[src/design/mmc_pkg.sv]
/*
 * mmc_pkg: register map, field layout, reset values and state encodings
 * for the miscellaneous MAC control registers.
 * assumes: 32-bit Avalon-MM word addressing by byte address.
 */
package mmc_pkg;

	// ------------------------------------------------------------
	// register byte offsets
	// ------------------------------------------------------------
	localparam logic [3:0] OFF_DEBUG_SUSPEND  = 4'h0;
	localparam logic [3:0] OFF_TX_START_THRESH = 4'h4;
	localparam logic [3:0] OFF_CAPABILITY     = 4'h8;
	localparam logic [3:0] OFF_SW_RESET       = 4'hc;

	// ------------------------------------------------------------
	// field positions
	// ------------------------------------------------------------
	localparam int FREE_BIT     = 0;
	localparam int SOFT_BIT     = 1;
	localparam int SWRST_BIT    = 0;
	localparam int CAP_TX_LSB   = 24;
	localparam int CAP_RX_LSB   = 16;
	localparam int CAP_ADDR_LSB = 8;
	localparam int CAP_BUILD_LSB = 0;

	// ------------------------------------------------------------
	// reset and constant values
	// ------------------------------------------------------------
	localparam logic [1:0] TX_THRESH_RESET  = 2'h2;
	localparam logic [7:0] TX_CELL_CAPACITY = 8'h03;
	localparam logic [7:0] RX_CELL_CAPACITY = 8'h03;
	localparam logic [7:0] ADDR_KIND_CODE   = 8'h02;
	localparam logic [7:0] MAC_BUILD_VALUE  = 8'h02;
	localparam int         CELL_BYTES       = 64;
	localparam logic [1:0] SUSPEND_RESET    = 2'h0;

	// ------------------------------------------------------------
	// state encodings
	// ------------------------------------------------------------
	typedef enum logic [2:0] {
		SR_IDLE  = 3'b001,
		SR_WAIT  = 3'b010,
		SR_FIRE  = 3'b100
	} mmc_srst_state_t;

	typedef enum logic [2:0] {
		TX_HOLD  = 3'b001,
		TX_SEND  = 3'b010,
		TX_DONE  = 3'b100
	} mmc_tx_state_t;

endpackage : mmc_pkg

[src/design/mmc_misc_regs.sv]
/*
 * mmc_misc_regs: miscellaneous MAC control registers on Avalon-MM.
 * assumes: master holds each request until waitrequest low; DMA idle inputs synchronous.
 */
// Added by the designer: register access over Avalon-MM and the placing of the registers.
// Function
// - free-run set: keep running in debug halt, soft bit ignored
// - free-run set: all activity continues while debug halt asserted
// - free and soft clear: halt immediately on debug halt
// - free clear, soft set: finish current operation, then halt
// - no transmit start until programmed count of 64-byte cells present
// - short packets start once the whole packet is in the FIFO
// - capability word reads 3, 3, 2, 2 from the top byte down
// - writing one to reset bit requests a full MAC reset
// - reset waits until receive and transmit DMA are idle
// - reset bit reads one while pending, zero once done
`timescale 1ns/1ps
module mmc_misc_regs
	import mmc_pkg::*;
#(
	parameter int CNT_W = 8
)
(
	input  wire logic             clock,
	input  wire logic             nrst,
	input  wire logic [3:0]       address,
	input  wire logic             read,
	input  wire logic             write,
	input  wire logic [31:0]      writedata,
	input  wire logic [3:0]       byteenable,
	output logic [31:0]           readdata,
	output logic                  waitrequest,
	output logic [1:0]            response,
	input  wire logic             debugHalt,
	input  wire logic             macBusy,
	input  wire logic             rxDmaIdle,
	input  wire logic             txDmaIdle,
	input  wire logic [CNT_W-1:0] txCellCount,
	input  wire logic             txPktComplete,
	input  wire logic             txPktDone,
	output logic                  stopReq,
	output logic                  txStart,
	output logic                  txActive,
	output logic                  macSoftReset
);
	import mmc_pkg::*;

	logic [1:0]      suspend_q;
	logic [1:0]      startCount_q;
	mmc_srst_state_t srst_q;
	logic            ack_q;
	logic [31:0]     readdata_q;
	logic [1:0]      response_q;
	logic            mapped;
	logic            req;
	logic [31:0]     capWord;

	// ------------------------------------------------------------
	// bus handshake: one wait cycle, then answer
	// ------------------------------------------------------------
	assign req         = read || write;
	assign waitrequest = req && !ack_q;
	assign readdata    = readdata_q;
	assign response    = response_q;
	assign mapped      = (address == OFF_DEBUG_SUSPEND) || (address == OFF_TX_START_THRESH) ||
		(address == OFF_CAPABILITY) || (address == OFF_SW_RESET);

	// fixed capability word
	assign capWord = (32'(TX_CELL_CAPACITY) << CAP_TX_LSB) | (32'(RX_CELL_CAPACITY) << CAP_RX_LSB) |
		(32'(ADDR_KIND_CODE) << CAP_ADDR_LSB) | (32'(MAC_BUILD_VALUE) << CAP_BUILD_LSB);

	always_ff @(posedge clock or negedge nrst)
	begin
		if (!nrst)
			ack_q <= 1'b0;
		else
			ack_q <= req && !ack_q;
	end

	// ------------------------------------------------------------
	// read data, latched in the wait cycle
	// ------------------------------------------------------------
	always_ff @(posedge clock or negedge nrst)
	begin
		if (!nrst)
		begin
			readdata_q <= 32'h0000_0000;
			response_q <= 2'h0;
		end
		else if (req && !ack_q)
		begin
			response_q <= mapped ? 2'h0 : 2'h3;
			readdata_q <= 32'h0000_0000;
			if (read)
			begin
				case (address)
					OFF_DEBUG_SUSPEND:   readdata_q <= {30'h0, suspend_q};
					OFF_TX_START_THRESH: readdata_q <= {30'h0, startCount_q};
					OFF_CAPABILITY:      readdata_q <= capWord;
					OFF_SW_RESET:        readdata_q <= {31'h0, srst_q != SR_IDLE};
					default:             readdata_q <= 32'h0000_0000;
				endcase
			end
		end
	end

	// ------------------------------------------------------------
	// suspend control register
	// ------------------------------------------------------------
	always_ff @(posedge clock or negedge nrst)
	begin
		if (!nrst)
			suspend_q <= SUSPEND_RESET;
		else if (macSoftReset)
			suspend_q <= SUSPEND_RESET;
		else if (write && ack_q && address == OFF_DEBUG_SUSPEND && byteenable[0])
			suspend_q <= writedata[1:0];
	end

	// ------------------------------------------------------------
	// transmit start threshold register
	// ------------------------------------------------------------
	always_ff @(posedge clock or negedge nrst)
	begin
		if (!nrst)
			startCount_q <= TX_THRESH_RESET;
		else if (macSoftReset)
			startCount_q <= TX_THRESH_RESET;
		else if (write && ack_q && address == OFF_TX_START_THRESH && byteenable[0])
			startCount_q <= writedata[1:0];
	end

	// ------------------------------------------------------------
	// software reset sequencer
	// ------------------------------------------------------------
	always_ff @(posedge clock or negedge nrst)
	begin
		if (!nrst)
			srst_q <= SR_IDLE;
		else
		begin
			case (srst_q)
				SR_IDLE:
					if (write && ack_q && address == OFF_SW_RESET && byteenable[0] && writedata[SWRST_BIT])
						srst_q <= SR_WAIT;
				SR_WAIT:
					if (rxDmaIdle && txDmaIdle)
						srst_q <= SR_FIRE;
				SR_FIRE: srst_q <= SR_IDLE;
				default: srst_q <= SR_IDLE;
			endcase
		end
	end

	// one-cycle reset pulse to the MAC logic
	assign macSoftReset = (srst_q == SR_FIRE);

	// ------------------------------------------------------------
	// suspend and transmit start
	// ------------------------------------------------------------
	mmc_suspend_ctl uSuspend (
		.clock    (clock),
		.nrst     (nrst),
		.debugHalt(debugHalt),
		.freeRun  (suspend_q[FREE_BIT]),
		.softStop (suspend_q[SOFT_BIT]),
		.opBusy   (macBusy || txActive),
		.stopReq  (stopReq)
	);

	mmc_tx_start #(.CNT_W(CNT_W)) uTxStart (
		.clock      (clock),
		.nrst       (nrst),
		.startCount (startCount_q),
		.cellCount  (txCellCount),
		.pktComplete(txPktComplete),
		.pktDone    (txPktDone || macSoftReset),
		.stopReq    (stopReq),
		.txStart    (txStart),
		.txActive   (txActive)
	);

endmodule : mmc_misc_regs

[src/design/mmc_suspend_ctl.sv]
/*
 * mmc_suspend_ctl: turns the debug-halt input and the two suspend bits
 * into stop requests for the MAC.
 * assumes: debugHalt is synchronous to clock; opBusy marks an operation.
 */
`timescale 1ns/1ps
module mmc_suspend_ctl
	import mmc_pkg::*;
(
	input  wire logic clock,
	input  wire logic nrst,
	input  wire logic debugHalt,
	input  wire logic freeRun,
	input  wire logic softStop,
	input  wire logic opBusy,
	output logic      stopReq
);

	logic stop_q;

	// ------------------------------------------------------------
	// stop request: free wins, soft waits for idle
	// ------------------------------------------------------------
	always_ff @(posedge clock or negedge nrst)
	begin
		if (!nrst)
			stop_q <= 1'b0;
		else if (!debugHalt || freeRun)
			stop_q <= 1'b0;
		else if (!softStop)
			stop_q <= 1'b1;
		else if (!opBusy || stop_q)
			stop_q <= 1'b1;
	end

	// hard stop asserts at once, soft stop only once latched
	assign stopReq = debugHalt && !freeRun && (!softStop || stop_q);

endmodule : mmc_suspend_ctl

[src/design/mmc_tx_start.sv]
/*
 * mmc_tx_start: decides when a packet held in the transmit FIFO may start.
 * assumes: cellCount counts whole 64-byte cells of the head packet,
 * pktComplete marks that the whole head packet is present.
 */
`timescale 1ns/1ps
module mmc_tx_start
	import mmc_pkg::*;
#(
	parameter int CNT_W = 8
)
(
	input  wire logic             clock,
	input  wire logic             nrst,
	input  wire logic [1:0]       startCount,
	input  wire logic [CNT_W-1:0] cellCount,
	input  wire logic             pktComplete,
	input  wire logic             pktDone,
	input  wire logic             stopReq,
	output logic                  txStart,
	output logic                  txActive
);

	mmc_tx_state_t state_q;
	logic          ready;

	// threshold met or whole short packet present
	assign ready = (cellCount >= CNT_W'(startCount)) || pktComplete;

	// ------------------------------------------------------------
	// start sequencing
	// ------------------------------------------------------------
	always_ff @(posedge clock or negedge nrst)
	begin
		if (!nrst)
			state_q <= TX_HOLD;
		else
		begin
			case (state_q)
				TX_HOLD: if (ready && !stopReq) state_q <= TX_SEND;
				TX_SEND: state_q <= TX_DONE;
				TX_DONE: if (pktDone) state_q <= TX_HOLD;
				default: state_q <= TX_HOLD;
			endcase
		end
	end

	assign txStart  = (state_q == TX_SEND);
	assign txActive = (state_q != TX_HOLD);

endmodule : mmc_tx_start

[config.mk]
export PLATFORM = sky130hd
export DESIGN_NAME = mmc_misc_regs
export DESIGN_NICKNAME = d
export VERILOG_FILES = /design/src/design/mmc_pkg.sv /design/src/design/mmc_misc_regs.sv /design/src/design/mmc_suspend_ctl.sv /design/src/design/mmc_tx_start.sv
export SDC_FILE = /design/constraint.sdc
export NUM_CORES = 1
export LEC_CHECK = 0
export BUFFER_PORTS_ARGS = -buffer_cell sky130_fd_sc_hd__buf_2
export CORE_AREA = 5 5 66 56
export CTS_CLUSTER_DIAMETER = 200
export DETAILED_ROUTE_END_ITERATION = 8
export DIE_AREA = 0 0 71 61
export PLACE_DENSITY = 0.86
export RECOVER_POWER = 100
export SYNTH_ARGS = -nofsm -noshare
export SYNTH_HDL_FRONTEND = slang
export SYNTH_SLANG_ARGS = --single-unit
[constraint.sdc]
create_clock -name clock -period 2.3 [get_ports clock]
set_input_delay 0.345 -clock clock [delete_from_list [all_inputs] [get_ports clock]]
set_output_delay 0.345 -clock clock [all_outputs]
set_load 0.02 [all_outputs]
# After elaboration in Yosys (flattened, before gate mapping)

Cells that the tools add are included.

Bits in registers: 46
Bits of input ports: 58
Output and inout port bits: 39

$lt $le $gt $ge: 1
Eq/ne operators: 16
Mux-type cells: 16
Reduce and logical (&&, ||, !) cells: 34

Operators with widths:

| cell                 | count |
|---|---|
| $pmux W26 S4         | 1 |
| $mux W26             | 1 |
| $logic_and A1 B1 Y1  | 13 |
| $mux W3              | 4 |
| $logic_or A1 B1 Y1   | 10 |
| $mux W2              | 5 |
| $ne A3 B1 Y1 const B | 3 |
| $pmux W3 S3          | 1 |
| $eq A4 B4 Y1 const B | 2 |
| $ge A8 B2 Y1         | 1 |
| $eq A3 B1 Y1 const B | 2 |
| $eq A3 B2 Y1 const B | 2 |
| $eq A3 B3 Y1 const B | 2 |
| $logic_not A1 Y1     | 6 |
| $pmux W3 S2          | 1 |
| $eq A4 B3 Y1 const B | 1 |
| $logic_not A4 Y1     | 1 |
| $ne A2 B1 Y1 const B | 2 |
| $ne A2 B2 Y1 const B | 2 |
| $reduce_and A2 Y1    | 2 |
| $reduce_bool A2 Y1   | 2 |
| $mux W1              | 3 |

# Depth between registers and ports, before layout

Word-level depth: 7
Gate-level depth with buffers: 5
Gate-level depth less buffers: 5

# Modules after synthesis

Synthesis repeated with hierarchy kept, for this count alone.

Cell total of the unflattened synthesis: 117
Area, all modules: 1086.0 um2

Modules (own cells, without submodules):

| module          | instances | cells each | area an instance (um2) |
|---|---|---|---|
| mmc_misc_regs   | 1         | 92         | 832.0 |
| mmc_tx_start    | 1         | 20         | 207.7 |
| mmc_suspend_ctl | 1         | 5          | 46.3 |

# Worst setup path before layout

Ideal clock, no wire load.

Path kind: register to register
From: reg startCount_q[1]
To: reg uTxStart.state_q[0]
Library setup time: 0.060 ns
Arrival time: 1.550 ns
Data required time: 2.240 ns
Path slack: 0.690 ns
Cell stages (with the launch flop): 6
Buffers on the path: 0
Path through: dfstp_2 -> inv_1 -> ha_1 -> or4_1 -> a211oi_2 -> o32a_2

Cells in the longest elaborated chain, start to end: 5

RTL lines:

| element                     | line                 | source |
|---|---|---|
| start, declared             | mmc_misc_regs.sv:49  | `logic [1:0] startCount_q;` |
| start signal, assigned      | mmc_misc_regs.sv:130 | `startCount_q <= writedata[1:0];` |
| $ge A8 B2 Y1                | mmc_tx_start.sv:28   | `assign ready = (cellCount >= CNT_W'(startCount)) \|\| pktComplete;` |
| $logic_or A1 B1 Y1          | mmc_tx_start.sv:28   |  |
| $logic_and A1 B1 Y1         | mmc_tx_start.sv:40   | `TX_HOLD: if (ready && !stopReq) state_q <= TX_SEND;` |
| $ne A2 B1 Y1 (no line)      | -                    |  |
| $reduce_and A2 Y1 (no line) | -                    |  |
| end signal, assigned        | mmc_tx_start.sv:40   |  |
| end signal, assigned        | mmc_tx_start.sv:41   | `TX_SEND: state_q <= TX_DONE;` |
| end signal, assigned        | mmc_tx_start.sv:42   | `TX_DONE: if (pktDone) state_q <= TX_HOLD;` |
| end, declared               | mmc_tx_start.sv:24   | `mmc_tx_state_t state_q;` |

Every way passes these cells.
A chain may end at the register's enable or synchronous reset.

# Worst setup path after layout

From: reg srst_q[1]
To: out macSoftReset

Cells in the longest elaborated chain, start to end: 1

RTL lines:

| element                | line                 | source |
|---|---|---|
| start, declared        | mmc_misc_regs.sv:50  | `mmc_srst_state_t srst_q;` |
| start signal, assigned | mmc_misc_regs.sv:139 | `srst_q <= SR_IDLE;` |
| start signal, assigned | mmc_misc_regs.sv:145 | `srst_q <= SR_WAIT;` |
| start signal, assigned | mmc_misc_regs.sv:148 | `srst_q <= SR_FIRE;` |
| $eq A3 B3 Y1           | mmc_misc_regs.sv:156 | `assign macSoftReset = (srst_q == SR_FIRE);` |
| end, declared          | mmc_misc_regs.sv:44  | `output logic macSoftReset` |

Every way passes these cells.

==> flow_metrics.tcl <==
set metrics [dict create \
    syn_avg_cell_area_sq_um 9.24 \
    coreArea_sq_mm 0.00297 \
    seqCellArea_sq_um 404 \
    portBuffers 38 \
    critPathMaxFanout 5 \
    cts_max_level 1 \
    drt-initial-drc-count 50 \
    ir_drop_v 0.000269 \
    insertion_delay_ns 0.25 \
    dp_cells 185 \
    grt_use_total 0.0989 \
    ys.warnings.count 0 \
    internal_power_uw 570 \
    setup_viol 0 \
    slowest_delay_ns 0.45 \
    ant_nets 0 \
    first_pass_iters 4 \
    num_rows 18 \
    power_density_mw_per_mm2 724 \
    reg2reg_slack_ns 0.50 \
    routedWlPerCell_um 11.2 \
    tns_ns 0 \
    layout-drive-gt1-share 0.208 \
    crit_required_ns 1.96 \
    fp.dieArea_sq_mm 0.00433 \
    yosys.cell_types.count 35 \
    antenna_found_initial 0 \
    status "completed" \
    crit_type "reg2out" \
    final.setup_skew_ns 0.000841 \
    syn_to_final_growth_pct 12.1 \
    root_buffer "clkbuf_8" \
    die_w_um 71 \
    start_kind "flip-flop" \
    postCtsHoldBufs 0 \
    layout_commonest_cell "conb_1" \
    ys_ff_latch 16 \
    rsz0062_at_grt "false" \
    drv_cap 0 \
    clock-sinks 16 \
    n_fill_cell 320 \
    vias 833 \
    postSynthCellCount 115 \
    crit_path_cell_trace "or3b_1 -> inv_1 -> clkbuf_1" \
    min_period_ns 1.86 \
    leakagePower_nw 0.604 \
    worst_pin_slew_ns 0.847 \
    finalNonFillerCells 189 \
    hold_path.class "in2async" \
    crit_family "simple AND/OR/NAND/NOR gates" \
    cts_max_path_buffers 2 \
    seq_area_frac_synth 0.380 \
    crit_slowest_cell "or3b_1" \
    critPathBufInv 2 \
    io_pins 97 \
    power.switching_uw 292 \
    yosysTopAreaCellShare 0.306 \
    grt_pass1_wl_mm 3.27 \
    cp-end-kind "primary output" \
    path_clk_slew_ns 0.06 \
    cts_tree "done" \
    cts_made_buffers 3 \
    nets 210 \
    antenna_cells 0 \
    start_util 0.357 \
    power_frac_seq 0.419 \
    synthesis.area_sq_mm 0.00106 \
    synthTopCellsByArea "dfrtp_1, buf_4, dfstp_2" \
    swShare 0.339 \
    via_per_inst 4.41 \
    multiInputGateArea_sq_um 492 \
    place_congestion 0.737 \
    yosys.area.top_type "dfrtp_1" \
    cp.arrival_ns 1.51 \
    hold_violations 0 \
    die_h_um 61 \
    drc_errors 0 \
    hold_ws_ns 0.177 \
    grt_max_degree 17 \
    first_global_vias 726 \
    p_comb_frac 0.296 \
    clkPwrFrac 0.285 \
    max_slew_margin 0.435 \
    post_cts_resized 0 \
    dp_hpwl_mm 1.78 \
    routed_wl_mm 2.11 \
    min_period_over_period 0.807 \
    overflow 0 \
    final_cell_mix "conb_1, buf_2, clkbuf_1, dfrtp_1" \
    post-cts-setup-buffers 0 \
    fin_util 0.401 \
    clock.fmax_mhz 539 \
    slew_viol_final 0 \
]
[path summary, 6_finish.rpt]
path | startpoint | endpoint | cells after the start
worst max-delay path | srst_q[1]$_DFFE_PN0P_ | macSoftReset | 3
worst min-delay path | nrst | uTxStart.state_q[2]$_DFFE_PN0P_ | 1
worst max register to register | startCount_q[1]$_DFFE_PN1P_ | uTxStart.state_q[0]$_DFFE_PN1P_ | 5
worst min register to register | srst_q[2]$_DFFE_PN0P_ | srst_q[1]$_DFFE_PN0P_ | 1
max in group asynchronous | nrst | readdata[24]$_DFFE_PN0P_ | 1
min in group clock | txDmaIdle | srst_q[2]$_DFFE_PN0P_ | 3
[layer usage]
layer  GRT usage  up-vias  part of all wire
li1            -      411                 -
met1       0.111      391              0.38
met2       0.165       26              0.51
met3      0.0563        5              0.11
met4      0.0241        0            0.0057
met5           0        -                 0
[power groups by stage]
stage               Combinational (mW)  Clock (mW)  Sequential, mW
floorplan                        0.226           0           0.365
global route                     0.286       0.269           0.368
finish                           0.255       0.246           0.361
global placement                 0.260           0           0.366
detailed placement               0.267           0           0.369
CTS                              0.268       0.255           0.364
[layout make-up]
class | instances | share of cell area
clock buffers | 4 | 0.0462
inverters | 5 | 0.0158
flip-flops and latches | 16 | 0.339
repair buffers | 38 | 0.144
well taps | 40 | 0.0420
multi-input cells | 86 | 0.413
[cells in the mapped netlist]
cell type,n
buf_4,30
dfrtp_1,13
nand2_1,7
nor2_1,7
inv_1,5
a21oi_1,4
nand4_1,4
o21ai_0,4
dfstp_2,3
mux2i_1,3
nand2b_1,3
nor3_1,3
or4_1,3
clkbuf_1,2
ha_1,2
nor2b_1,2
or3b_1,2
a211oi_2,1
a21o_1,1
a22o_1,1
a31oi_1,1
a32o_1,1
and4b_1,1
and4bb_2,1
conb_1,1
nand3_1,1
nand4b_1,1
nor3b_1,1
nor4b_1,1
o21bai_1,1
o22ai_1,1
o32a_2,1
or2_2,1
or2b_2,1
or3_1,1
[per-stage QoR]
stage | setup slack, ns | cell area (sq um) | total power, mW
after floorplan | 0.690 | 1150 | 0.590
after global placement | 0.570 | 1160 | 0.626
after detailed placement | 0.571 | 1160 | 0.636
after CTS | 0.487 | 1210 | 0.886
after global routing | 0.354 | 1190 | 0.923
final | 0.444 | 1190 | 0.862
[kinds of logic after synthesis]
group / Yosys count / share of synthesized area
AND/OR/NAND/NOR: 40 / 0.224
buffers and inverters: 37 / 0.237
AO/OA/AOI/OAI: 16 / 0.104
flip-flops: 16 / 0.380
multiplexers: 3 / 0.0283
adder cells (fa/ha/maj): 2 / 0.0236
other: 1 / 0.00353
[sequential cells by signal, indices dropped and copies added, names as in the netlist]
register and flops:
uTxStart.state_q 3, suspend_q 2, uSuspend.stop_q 1, readdata 3
startCount_q 2, srst_q 3, ack_q 1, response 1
(Power assumes the default switching activity.)
